===== config.mk =====
export PLATFORM = sky130hd
export DESIGN_NAME = acx_crosspoint
export DESIGN_NICKNAME = d
export VERILOG_FILES = /design/src/acx_pkg.sv /design/src/acx_crosspoint.sv
export VERILOG_INCLUDE_DIRS = /design/src
export SDC_FILE = /design/constraint.sdc
export NUM_CORES = 1
export LEC_CHECK = 0
export CAP_MARGIN = 10
export CORE_UTILIZATION = 57
export DETAILED_ROUTE_END_ITERATION = 8
export DONT_BUFFER_PORTS = 1
export PLACE_DENSITY = 0.77
export SLEW_MARGIN = 20
export SYNTH_ARGS = -nofsm -noshare
export SYNTH_HDL_FRONTEND = slang
export SYNTH_SLANG_ARGS = --single-unit

===== constraint.sdc =====
create_clock -name clk_sys -period 2 [get_ports clk_sys]
set_clock_uncertainty 0.2 [all_clocks]
set_input_delay 0.4 -clock clk_sys [delete_from_list [all_inputs] [get_ports clk_sys]]
set_output_delay 0.4 -clock clk_sys [all_outputs]
set_load 0.05 [all_outputs]

===== src/acx_map.svh =====
// register offsets, field positions, reset values and ascii codes
// for the audio crosspoint; included by the crosspoint, its checker and the bench
`ifndef ACX_MAP_SVH
`define ACX_MAP_SVH

`define ACX_OFS_SWITCH     8'h00
`define ACX_OFS_ROUTES     8'h04
`define ACX_OFS_AUTO       8'h08
`define ACX_OFS_RANK       8'h0C
`define ACX_OFS_HOLD       8'h10
`define ACX_OFS_IRQ_STAT   8'h14
`define ACX_OFS_IRQ_MASK   8'h18
`define ACX_OFS_AUTO_TXT0  8'h1C
`define ACX_OFS_AUTO_TXT1  8'h20
`define ACX_OFS_CODE_BASE  8'h40
`define ACX_OFS_CODE_LAST  8'h64

`define ACX_SW_IN_BIT      0
`define ACX_SW_OUT_LSB     1
`define ACX_SW_ALL_BIT     8
`define ACX_AUTO_SEL_LSB   16
`define ACX_HOLD_LOCK_LSB  8

`define ACX_RST_AUTO       12'h0000
`define ACX_RST_RANK       6'b10_1010
`define ACX_RST_HOLD       5'b0_0000

`define ACX_IRQ_REFUSED    3
`define ACX_IRQ_PORTCHG    4

`define ACX_CH_T           8'h54
`define ACX_CH_L           8'h4C
`define ACX_CH_M           8'h4D
`define ACX_CH_U           8'h55
`define ACX_CH_E           8'h45
`define ACX_CH_D           8'h44
`define ACX_CH_F           8'h46
`define ACX_CH_P           8'h50
`define ACX_CH_S           8'h53
`define ACX_CH_0           8'h30
`define ACX_CH_A_LESS10    8'h37

`endif


===== src/acx_pkg.sv =====
// types shared by the audio crosspoint
// assumes nothing of its surroundings
`default_nettype none

package acx_pkg;

   typedef enum logic [1:0]
   {
      ACX_MODE_FIRST    = 2'h0,
      ACX_MODE_PRIORITY = 2'h1,
      ACX_MODE_LAST     = 2'h2,
      ACX_MODE_STATIC   = 2'h3
   } acx_mode_type;

endpackage : acx_pkg

`default_nettype wire


===== src/acx_crosspoint.sv =====
// audio crosspoint: two inputs, three outputs, manual and automatic
// routing, per-port mute/lock state and status codes, apb registers
// assumes apb master on clk_sys; port sense pins asynchronous;
// audio samples arrive synchronous to clk_sys
//
// Design decisions made here: the register offsets and the APB slave port.
`default_nettype none
`include "acx_map.svh"

// How it works
// - each port reads back as five ascii characters: letter plus four hex
// - letter T, L, M or U gives mute and lock together
// - low status byte: bits 3-2 signal presence, 1-0 connection; rest zero
// - idle (absent) port codes are T0008, T000A or T000B
// - output codes are listed per output, in output order
// - route table gives each output's input; inputs may be shared
// - single route changes only the named output
// - route-to-every-output sets all three outputs to one input
// - auto pick code: E or D, then the mode letter
// - first mode takes the first input that becomes active
// - priority mode takes the best ranked active input
// - last mode takes the most recently attached input
// - static mode follows the video choice when video has audio
// - auto pick set updates only the outputs it names
// - rank list gives a rank per input for each output
// - a lower rank number wins
// - equal ranks: lower input number wins
module acx_crosspoint
#(
   parameter int AUD_W = 24
)
(
   // clock and reset
   input  wire logic                         clk_sys,
   input  wire logic                         resetn,
   // apb slave
   input  wire logic                         psel,
   input  wire logic                         penable,
   input  wire logic                         pwrite,
   input  wire logic [7:0]                   paddr,
   input  wire logic [31:0]                  pwdata,
   output var  logic [31:0]                  prdata,
   output var  logic                         pready,
   output var  logic                         pslverr,
   // port sense pins, order in1, in2, out1, out2, out3
   input  wire logic [4:0]                   port_present,
   input  wire logic [4:0]                   port_link_known,
   input  wire logic [4:0]                   port_linked,
   // video selection per output, for static mode
   input  wire logic [2:0]                   video_sel,
   input  wire logic [2:0]                   video_has_audio,
   // audio sources
   input  wire logic [1:0][AUD_W-1:0]        src_data,
   input  wire logic [1:0]                   src_valid,
   // audio sinks
   output var  logic [2:0][AUD_W-1:0]        sink_data,
   output var  logic [2:0]                   sink_valid,
   // interrupt
   output var  logic                         irq
);
   import acx_pkg::*;

   localparam int SYNC_W = 21;

   logic [SYNC_W-1:0]  sense_meta_reg;
   logic [SYNC_W-1:0]  sense_reg;
   logic [4:0]         pres_d_reg;
   logic [14:0]        port_d_reg;
   logic [2:0]         route_reg;
   logic [2:0]         route_next;
   logic [2:0]         auto_en_reg;
   acx_mode_type       mode_reg [3];
   logic [5:0]         rank_reg;
   logic [4:0]         mute_reg;
   logic [4:0]         lock_reg;
   logic [4:0]         irq_stat_reg;
   logic [4:0]         irq_mask_reg;
   logic [4:0]         irq_event;
   logic               refused;
   logic [4:0]         s_pres;
   logic [4:0]         s_known;
   logic [4:0]         s_linked;
   logic [2:0]         s_vsel;
   logic [2:0]         s_vaud;
   logic [1:0]         act;
   logic [1:0]         rise;
   logic               wr_fire;
   logic               setup;
   logic               sw_fire;
   logic               sw_in;
   logic [1:0]         sw_out;
   logic               sw_all;

   // ascii hex digit of a nibble
   function automatic logic [7:0] hex_char(input logic [3:0] n);
      if (n < 4'hA)
         hex_char = `ACX_CH_0 + {4'h0, n};
      else
         hex_char = `ACX_CH_A_LESS10 + {4'h0, n};
   endfunction

   // two-byte status value of one port
   function automatic logic [15:0] port_status(input logic pres,
                                               input logic known,
                                               input logic linked);
      logic [1:0] sig;
      logic [1:0] con;
      sig = pres ? 2'b11 : 2'b10;
      con = !known ? 2'b00 : (linked ? 2'b11 : 2'b10);
      port_status = {12'h000, sig, con};
   endfunction

   // mute/lock letter
   function automatic logic [7:0] state_letter(input logic mute,
                                               input logic lock);
      unique case ({mute, lock})
         2'b00:   state_letter = `ACX_CH_T;
         2'b01:   state_letter = `ACX_CH_L;
         2'b10:   state_letter = `ACX_CH_M;
         2'b11:   state_letter = `ACX_CH_U;
      endcase
   endfunction

   // two-letter auto pick code of one output
   function automatic logic [15:0] auto_code(input logic en,
                                             input acx_mode_type m);
      logic [7:0] ml;
      unique case (m)
         ACX_MODE_FIRST:    ml = `ACX_CH_F;
         ACX_MODE_PRIORITY: ml = `ACX_CH_P;
         ACX_MODE_LAST:     ml = `ACX_CH_L;
         ACX_MODE_STATIC:   ml = `ACX_CH_S;
      endcase
      auto_code = {en ? `ACX_CH_E : `ACX_CH_D, ml};
   endfunction

   // best ranked active input; ties go to input 0
   function automatic logic best_input(input logic [1:0] a,
                                       input logic [1:0] rk);
      if (a == 2'b11)
         best_input = (rk[1] < rk[0]);
      else
         best_input = !a[0];
   endfunction

   // sense pins cross into clk_sys
   always_ff @(posedge clk_sys or negedge resetn)
   begin
      if (!resetn)
      begin
         sense_meta_reg <= '0;
         sense_reg      <= '0;
      end
      else
      begin
         sense_meta_reg <= {video_has_audio, video_sel, port_linked,
                            port_link_known, port_present};
         sense_reg      <= sense_meta_reg;
      end
   end

   assign s_pres   = sense_reg[4:0];
   assign s_known  = sense_reg[9:5];
   assign s_linked = sense_reg[14:10];
   assign s_vsel   = sense_reg[17:15];
   assign s_vaud   = sense_reg[20:18];
   assign act      = s_pres[1:0];
   assign rise     = s_pres[1:0] & ~pres_d_reg[1:0];

   always_ff @(posedge clk_sys or negedge resetn)
   begin
      if (!resetn)
      begin
         pres_d_reg <= '0;
         port_d_reg <= '0;
      end
      else
      begin
         pres_d_reg <= s_pres;
         port_d_reg <= sense_reg[14:0];
      end
   end

   // apb decode
   assign setup   = psel && !penable;
   assign wr_fire = psel && penable && pwrite;
   assign pready  = 1'b1;
   assign sw_fire = wr_fire && (paddr == `ACX_OFS_SWITCH);
   assign sw_in   = pwdata[`ACX_SW_IN_BIT];
   assign sw_out  = pwdata[`ACX_SW_OUT_LSB +: 2];
   assign sw_all  = pwdata[`ACX_SW_ALL_BIT];

   // route selection: auto pick first, a manual write overrides it
   always_comb
   begin
      logic cand;
      logic cur;
      logic manual;
      cand       = 1'b0;
      cur        = 1'b0;
      manual     = 1'b0;
      route_next = route_reg;
      refused    = sw_fire && !sw_all && (sw_out == 2'd3);
      for (int o = 0; o < 3; o++)
      begin
         cur    = route_reg[o];
         cand   = cur;
         manual = sw_fire && (sw_all || (sw_out == 2'(o)));
         if (auto_en_reg[o])
         begin
            unique case (mode_reg[o])
               ACX_MODE_FIRST:
                  if (!act[cur] && (act != 2'b00))
                     cand = (rise != 2'b00) ? !rise[0] : !act[0];
               ACX_MODE_PRIORITY:
                  if (act != 2'b00)
                     cand = best_input(act, rank_reg[2*o +: 2]);
               ACX_MODE_LAST:
                  if (rise != 2'b00)
                     cand = !rise[0];
               ACX_MODE_STATIC:
                  if (s_vaud[o])
                     cand = s_vsel[o];
            endcase
         end
         if (manual)
            cand = sw_in;
         if (cand != cur)
         begin
            if (lock_reg[2+o] || lock_reg[cand] || lock_reg[cur])
               refused = refused || manual;
            else
               route_next[o] = cand;
         end
      end
   end

   always_ff @(posedge clk_sys or negedge resetn)
   begin
      if (!resetn)
         route_reg <= '0;
      else
         route_reg <= route_next;
   end

   // auto pick settings; only selected outputs update
   always_ff @(posedge clk_sys or negedge resetn)
   begin
      if (!resetn)
      begin
         auto_en_reg <= '0;
         for (int o = 0; o < 3; o++)
            mode_reg[o] <= ACX_MODE_FIRST;
      end
      else if (wr_fire && (paddr == `ACX_OFS_AUTO))
      begin
         for (int o = 0; o < 3; o++)
         begin
            if (pwdata[`ACX_AUTO_SEL_LSB + o])
            begin
               auto_en_reg[o] <= pwdata[4*o];
               mode_reg[o]    <= acx_mode_type'(pwdata[4*o+1 +: 2]);
            end
         end
      end
   end

   // ranks, mute and lock
   always_ff @(posedge clk_sys or negedge resetn)
   begin
      if (!resetn)
      begin
         rank_reg <= `ACX_RST_RANK;
         mute_reg <= `ACX_RST_HOLD;
         lock_reg <= `ACX_RST_HOLD;
      end
      else if (wr_fire && (paddr == `ACX_OFS_RANK))
         rank_reg <= pwdata[5:0];
      else if (wr_fire && (paddr == `ACX_OFS_HOLD))
      begin
         mute_reg <= pwdata[4:0];
         lock_reg <= pwdata[`ACX_HOLD_LOCK_LSB +: 5];
      end
   end

   // audio path; muted source or sink sends silence
   always_ff @(posedge clk_sys or negedge resetn)
   begin
      if (!resetn)
      begin
         sink_data  <= '0;
         sink_valid <= '0;
      end
      else
      begin
         for (int o = 0; o < 3; o++)
         begin
            sink_valid[o] <= src_valid[route_reg[o]];
            if (mute_reg[2+o] || mute_reg[route_reg[o]])
               sink_data[o] <= '0;
            else
               sink_data[o] <= src_data[route_reg[o]];
         end
      end
   end

   // interrupt status, set wins over write-one-to-clear
   always_comb
   begin
      irq_event                    = '0;
      irq_event[2:0]               = route_next ^ route_reg;
      irq_event[`ACX_IRQ_REFUSED]  = refused;
      irq_event[`ACX_IRQ_PORTCHG]  = (sense_reg[14:0] != port_d_reg);
   end

   always_ff @(posedge clk_sys or negedge resetn)
   begin
      if (!resetn)
      begin
         irq_stat_reg <= '0;
         irq_mask_reg <= '0;
      end
      else
      begin
         if (wr_fire && (paddr == `ACX_OFS_IRQ_STAT))
            irq_stat_reg <= (irq_stat_reg & ~pwdata[4:0]) | irq_event;
         else
            irq_stat_reg <= irq_stat_reg | irq_event;
         if (wr_fire && (paddr == `ACX_OFS_IRQ_MASK))
            irq_mask_reg <= pwdata[4:0];
      end
   end

   assign irq = |(irq_stat_reg & irq_mask_reg);

   // read data captured in the setup cycle, zero wait states
   always_ff @(posedge clk_sys or negedge resetn)
   begin
      if (!resetn)
      begin
         prdata  <= '0;
         pslverr <= 1'b0;
      end
      else if (setup)
      begin
         logic [2:0]  p;
         logic [15:0] st;
         p       = 3'(paddr[5:3]);
         st      = port_status(s_pres[p], s_known[p], s_linked[p]);
         prdata  <= '0;
         pslverr <= 1'b0;
         unique case (paddr)
            `ACX_OFS_SWITCH:   prdata <= '0;
            `ACX_OFS_ROUTES:   prdata <= {29'h0, route_reg};
            `ACX_OFS_AUTO:
               for (int o = 0; o < 3; o++)
               begin
                  prdata[4*o]      <= auto_en_reg[o];
                  prdata[4*o+1+:2] <= mode_reg[o];
               end
            `ACX_OFS_RANK:     prdata <= {26'h0, rank_reg};
            `ACX_OFS_HOLD:     prdata <= {19'h0, lock_reg, 3'h0, mute_reg};
            `ACX_OFS_IRQ_STAT: prdata <= {27'h0, irq_stat_reg};
            `ACX_OFS_IRQ_MASK: prdata <= {27'h0, irq_mask_reg};
            `ACX_OFS_AUTO_TXT0:
               prdata <= {auto_code(auto_en_reg[1], mode_reg[1]),
                          auto_code(auto_en_reg[0], mode_reg[0])};
            `ACX_OFS_AUTO_TXT1:
               prdata <= {16'h0, auto_code(auto_en_reg[2], mode_reg[2])};
            default:
               if ((paddr >= `ACX_OFS_CODE_BASE)
                   && (paddr <= `ACX_OFS_CODE_LAST)
                   && (paddr[1:0] == 2'b00))
               begin
                  // ports laid out in order, so outputs follow in order
                  if (!paddr[2])
                     prdata <= {state_letter(mute_reg[p], lock_reg[p]),
                                hex_char(st[15:12]), hex_char(st[11:8]),
                                hex_char(st[7:4])};
                  else
                     prdata <= {24'h0, hex_char(st[3:0])};
               end
               else
                  pslverr <= 1'b1;
         endcase
      end
   end

endmodule : acx_crosspoint

`default_nettype wire


==> flow_metrics.py, run 1 <==
metrics = {
    "status": {
        "status": "finished, violations left",
        "violations": "hold timing, setup timing",
    },
    "final_layout": {
        "layout.cells.non_filler": 1162,
        "top_regs": "sink_data x72, prdata x24",
        "top_register": "sink_data",
        "drive_above_1_share_pct": 22.7,
        "post-route-util_pct": 75.8,
        "fill_cells": 1016,
        "nets": 1097,
        "area_delta_synth_final_pct": 30.5,
        "design_area_mm2": 0.0115,
        "largest_reg_flops": 72,
    },
    "worst_setup_path": {
        "worst_r2r_endpoint": "irq_stat_reg[1]",
        "ff2ff_setup_slack_ps": -160,
        "arrival_ps": 2330,
        "path_max_fanout": 2,
        "startpoint_type": "flop",
        "worstRegToRegCells": 8,
        "cp.depth": 8,
        "crit_chain": "ha_4, nor2_4, mux2i_1, buf_4, a22oi_2, a31o_2, or4_1, nand3_1",
        "worstPathBufferInverterCount": 1,
        "cp-end-kind": "flop",
        "startpoint": "sense_reg[1]",
        "critPathCapture": "irq_stat_reg[1]",
        "slowest_stage": "dfrtp_1",
        "r2r-start": "sense_reg[1]",
        "cp.required_ps": 2170,
        "critPathMaxStageDelay_ps": 420,
        "crit_type": "reg -> reg",
        "critPathTopFamily": "simple AND/OR/NAND/NOR gates",
    },
    "synth": {
        "yosys.area.top_type": "dfrtp_1",
        "synth_area_leaders": "dfrtp_1, mux2i_1, nor2_1",
        "synth_cell_types": 66,
        "async_flop_share_pct": 100,
        "postSynthCellCount": 786,
        "ys.flop_type": "dfrtp_1",
        "netlist_area_mm2": 0.00879,
        "yosys_warnings": 0,
        "synth_common_cells": "dfrtp_1, nor2_1, mux2i_1, nand2_1, o21ai_0",
        "synth.top_cell.area_share_pct": 54.6,
        "yosys.cell_count.top_type": "dfrtp_1",
        "synth-seq-area-share_pct": 55.5,
        "ys_ff_latch": 195,
        "synth_edf_count": 0,
        "synth_area_per_cell_um2": 11.2,
    },
    "route": {
        "detail-route-antenna-nets": 0,
        "drt-total-wl_um": 25200,
        "num_vias": 6988,
        "drt_first_pass_iters": 5,
        "via_per_inst": 6.01,
        "wl_per_cell_um": 21.7,
        "drc_errors": 0,
        "dr.first_iter.drc_count": 472,
    },
    "timing": {
        "finalHoldViolCount": 195,
        "setup_ws_ps": -156,
        "slew_violations": 0,
        "setup_viol": 7,
        "relSlewSlack_pct": 63.7,
        "worst_pin_slew_ps": 541,
        "fmax_mhz": 464,
        "rsz0062_at_grt": "true",
        "post-route-min-period_ps": 2160,
        "worst_hold_slack_ps": -541,
        "period_share_pct": 108,
    },
    "floorplan": {
        "num_rows": 45,
        "die_h_um": 126,
        "die-width_um": 126,
        "pin_count": 226,
        "dieArea_mm2": 0.0159,
        "initial_core_util_pct": 58.1,
        "coreArea_mm2": 0.0151,
    },
    "clock_tree": {
        "clock_path_buffers": 2,
        "cts_tree": "yes",
        "holdBufCountCts": 98,
        "cts-root-buf": "clkbuf_16",
        "cts.reportedPaths.clkPinSlew_ps": 80,
        "cts_num_sinks": 195,
        "cts_buffers": 17,
        "cts_max_level": 4,
        "clock_latency_ps": 440,
    },
    "power_and_ir_drop": {
        "ir_drop_mv": 0.961,
        "p_leak_nw": 5.28,
        "p_total_mw": 12.7,
        "power_density_mw_per_mm2": 1100,
    },
    "global_route": {
        "grt_overflow": 0,
        "track_usage_pct": 32.7,
        "grt_pass1_wl_um": 39400,
        "antenna_found_initial": 0,
        "grt_max_degree": 196,
        "grt_pass1_vias": 7136,
    },
    "place": {
        "dpl.hpwl_um": 16500,
        "io_buffers": 0,
        "gp_congestion": 0.934,
        "placedCellCount": 1022,
        "placed_cell_area_mm2": 0.00956,
    },
    "job": {
        "cap_violations": 0,
    },
    "hold_path": {
        "hold_path.class": "in -> async",
    },
}
routing by layer:
| layer | track usage [%] | wire length (um) |
|---|---|---|
| met1 | 42.7 | 10400 |
| met2 | 54.6 | 12700 |
| met3 | 6.03 | 1450 |
| met4 | 12.3 | 618 |
| met5 | 0 | 0 |
metrics by stage:
step                      setup TNS [ps]  hold slack (ps)  setup WS [ps]
after global routing               -1170             -560           -226
after detailed placement           -4260            -91.6           -235
after CTS                           -733             -555           -172
final                               -639             -541           -156
after floorplan                    -3190            -95.6           -249
after global placement             -2690            -92.7           -305
layout by cell type, fill, tap and decap left out, types with 4 or more instances in the layout:
master | netlist | final
a211o_1 | 5 | 4
xnor2_1 | 12 | 12
a31oi_1 | 7 | 6
nor2_1 | 105 | 104
dfrtp_2 | 0 | 6
clkbuf_16 | 0 | 17
conb_1 | 2 | 7
a21oi_2 | 0 | 5
inv_2 | 0 | 4
a21oi_1 | 19 | 13
nand2b_1 | 7 | 5
nor4_1 | 7 | 7
buf_4 | 10 | 84
mux2i_1 | 86 | 85
ha_1 | 21 | 17
nand3_1 | 12 | 12
inv_8 | 0 | 4
a41oi_1 | 6 | 4
nand4_1 | 6 | 6
mux2_4 | 0 | 6
o211ai_1 | 5 | 5
a22oi_1 | 8 | 7
nor3_1 | 13 | 11
nand2_1 | 59 | 56
dfrtp_1 | 192 | 186
dlygate4sd3_1 | 0 | 98
inv_6 | 0 | 4
xor2_1 | 4 | 4
mux2_2 | 30 | 24
o21ai_0 | 38 | 27
inv_1 | 21 | 17
buf_6 | 0 | 10
o21ai_1 | 1 | 8
o22ai_1 | 6 | 5
nor2b_1 | 9 | 8
nor3_2 | 3 | 4
where the power goes:
group          switching, mW  internal (mW)  leakage, nW  total (mW)
clock                   1.61           1.78        0.293        3.39
combinational           1.33           1.24         2.63        2.57
sequential              2.18           4.52         2.35        6.70
kinds of logic (layout without fill, tap and decap cells):
family	after synthesis	in the layout	synth area share (%)
buf+inv	67	249	3.39
other cells	2	8	0.0854
fa+ha+maj	21	21	2.99
compound gates	128	128	9.78
xor+xnor	16	16	1.59
flops	195	195	55.5
simple gates	241	241	13.0
mux	116	116	13.6
worst min path at each step:
stage / start / to / slack (ps) / cells after the start
3_3_place_gp: resetn / sink_data[19] / -90 / 0
5_1_grt: resetn / sink_data[43] / -560 / 0
6_report: resetn / sink_data[25] / -540 / 0
3_5_place_dp: resetn / sink_data[43] / -90 / 0
2_1_floorplan: resetn / auto_en_reg[0] / -100 / 0
4_1_cts: resetn / prdata[2] / -560 / 0
layout make-up:
| cell class | instances | area [um2] | area share (%) |
|---|---|---|---|
| clock buffers | 17 | 425 | 3.71 |
| multi-input cells | 529 | 3880 | 33.9 |
| flip-flops and latches | 195 | 4890 | 42.6 |
| clock inverters | 15 | 163 | 1.42 |
| diodes | 1 | 2.50 | 0.0218 |
| inverters | 21 | 78.8 | 0.687 |
| well taps | 188 | 235 | 2.05 |
| repair buffers | 196 | 1790 | 15.6 |
timing repair:
item,CTS,global route
endpoints found under the hold margin,321,195
endpoints found under the setup margin,36,49
resized for setup,43,38
setup buffers,5,6
pin swaps,22,16
worst reg2reg max path, stage by stage, from the launching register on:
cell	delay, ps
dfrtp_1	420
ha_4	190
nor2_4	110
mux2i_1	200
buf_4	150
a22oi_2	80
a31o_2	240
or4_1	410
nand3_1	100
Power figures use the tool's default switching activity.
==> run 2: changes to the inputs <==
PLACE_DENSITY = 0.75   (was 0.77)
==> flow_metrics.py, run 2 (synthesis gave the netlist of run 1 again) <==
metrics = {
    "status": {
        "status": "finished, violations left",
        "violations": "hold timing, setup timing",
    },
    "place": {
        "placed_cell_area_mm2": 0.00953,
        "place_ws_ps": -282,
        "dpl.hpwl_um": 16400,
        "gp_congestion": 0.911,
        "io_buffers": 0,
    },
    "final_layout": {
        "top_regs": "sink_data x72, prdata x24",
        "drive_above_1_share_pct": 23.1,
        "fill_cells": 1005,
        "top_register": "sink_data",
        "area_delta_synth_final_pct": 29.1,
        "nets": 1084,
        "layout_common_cells": "dfrtp_1, nor2_1, dlygate4sd3_1",
        "largest_reg_flops": 72,
        "design_area_mm2": 0.0114,
        "final_common_cell": "dfrtp_1",
    },
    "floorplan": {
        "dieArea_mm2": 0.0159,
        "coreArea_mm2": 0.0151,
        "die-width_um": 126,
        "num_rows": 45,
        "die_h_um": 126,
        "pin_count": 226,
        "initial_core_util_pct": 58.1,
    },
    "route": {
        "via_per_inst": 6.06,
        "detail-route-antenna-nets": 0,
        "wl_per_cell_um": 21.5,
        "dr.first_iter.drc_count": 512,
        "num_vias": 6961,
        "drt_first_pass_iters": 6,
        "drc_errors": 0,
        "drt-total-wl_um": 24700,
    },
    "power_and_ir_drop": {
        "p_leak_nw": 5.20,
        "ir_drop_mv": 1.02,
        "power_density_mw_per_mm2": 1100,
        "p_total_mw": 12.5,
    },
    "global_route": {
        "grt_overflow": 0,
        "track_usage_pct": 32.1,
        "grt_max_degree": 196,
        "grt_pass1_wl_um": 38700,
        "grt_pass1_vias": 7182,
        "antenna_found_initial": 0,
    },
    "timing": {
        "period_share_pct": 108,
        "finalHoldViolCount": 195,
        "setup_viol": 6,
        "slew_violations": 0,
        "post-route-min-period_ps": 2170,
        "fmax_mhz": 461,
        "relSlewSlack_pct": 64.5,
        "worst_pin_slew_ps": 533,
        "rsz0062_at_grt": "true",
        "setup_ws_ps": -167,
        "worst_hold_slack_ps": -537,
    },
    "worst_setup_path": {
        "cp-end-kind": "output port",
        "path_max_fanout": 2,
        "arrival_ps": 1570,
        "crit_type": "reg -> out",
        "startpoint_type": "flop",
        "cp.required_ps": 1400,
    },
    "clock_tree": {
        "cts.reportedPaths.clkPinSlew_ps": 70,
        "cts_num_sinks": 195,
        "holdBufCountCts": 87,
        "cts_tree": "yes",
        "cts-root-buf": "clkbuf_16",
        "clock_path_buffers": 2,
        "clock_latency_ps": 430,
        "cts_max_level": 4,
        "cts_buffers": 17,
    },
    "hold_path": {
        "hold_path.class": "in -> async",
    },
    "job": {
        "cap_violations": 0,
    },
}
## run 2: cell types whose count changed in the layout (fill, tap and decap cells not counted), sizes merged
| cell | change |
|---|---|
| inv | +1 |
| clkinv | -2 |
| clkinvlp | +1 |
| dlygate4sd3 | -11 |
| clkbuf | -1 |
| buf | -1 |
## run 2: worst max-delay path, stage by stage (launching register included)
cell and delay, ps:
dfrtp_1 410, a222oi_1 370, nand2_1 170, buf_6 180
## run 2: worst paths after layout
| check | endpoint | start | depth (start not counted) | slack (ps) |
|---|---|---|---|---|
| worst max-delay path | irq | irq_stat_reg[3] | 3 | -170 |
| worst max register to register | irq_stat_reg[1] | sense_reg[0] | 7 | -110 |
| worst min register to register | sense_reg[20] | sense_meta_reg[20] | 0 | 150 |
| min in group clk_sys | rank_reg[1] | pwdata[1] | 2 | 20 |
| worst min-delay path | prdata[21] | resetn | 0 | -540 |
| max in group asynchronous | rank_reg[1] | resetn | 0 | 1710 |
## run 2: repair_timing
| action | in CTS | in global routing |
|---|---|---|
| cloned | 0 | 0 |
| hold endpoints to repair | 319 | 195 |
| pin swaps | 15 | 16 |
| setup buffers | 7 | 5 |
| resized for setup | 27 | 44 |
| setup endpoints to repair | 15 | 17 |
## run 2: cell type report
cell class / instances / area (um2) / area share, %
antenna: 1 / 2.50 / 0.0220
clock buffer: 17 / 425 / 3.75
clock inverter: 15 / 160 / 1.41
inverter: 21 / 78.8 / 0.694
multi-input combinational: 529 / 3910 / 34.5
sequential: 195 / 4890 / 43.1
tap: 188 / 235 / 2.07
timing repair buffer: 183 / 1650 / 14.5
## run 2: power by group
| part | total [mW] | leakage, nW | switching [mW] | internal [mW] |
|---|---|---|---|---|
| Clock | 3.39 | 0.287 | 1.62 | 1.78 |
| Sequential | 6.69 | 2.35 | 2.17 | 4.52 |
| Combinational | 2.40 | 2.57 | 1.28 | 1.12 |
| Total | 12.5 | 5.20 | 5.08 | 7.41 |
## run 2: layer usage
metal	vias to the layer above	share of wire (%)	global-route usage [%]	routed length (um)
li1	3093	-	-	-
met1	3500	40	41.0	10000
met2	322	50	53.9	12400
met3	46	6.6	6.88	1640
met4	0	2.8	12.0	691
met5	-	0	0	0
## run 2: through the flow
| stage | util (%) | std cells | setup TNS, ps |
|---|---|---|---|
| 2_1_floorplan | - | 791 | -3190 |
| 3_3_place_gp | 62.9 | 1017 | -2200 |
| 3_5_place_dp | 62.9 | 1017 | -3010 |
| 4_1_cts | 73.6 | 1143 | -519 |
| 5_1_grt | 74.9 | 1148 | -1000 |
| 6_report | 75.0 | 1149 | -504 |
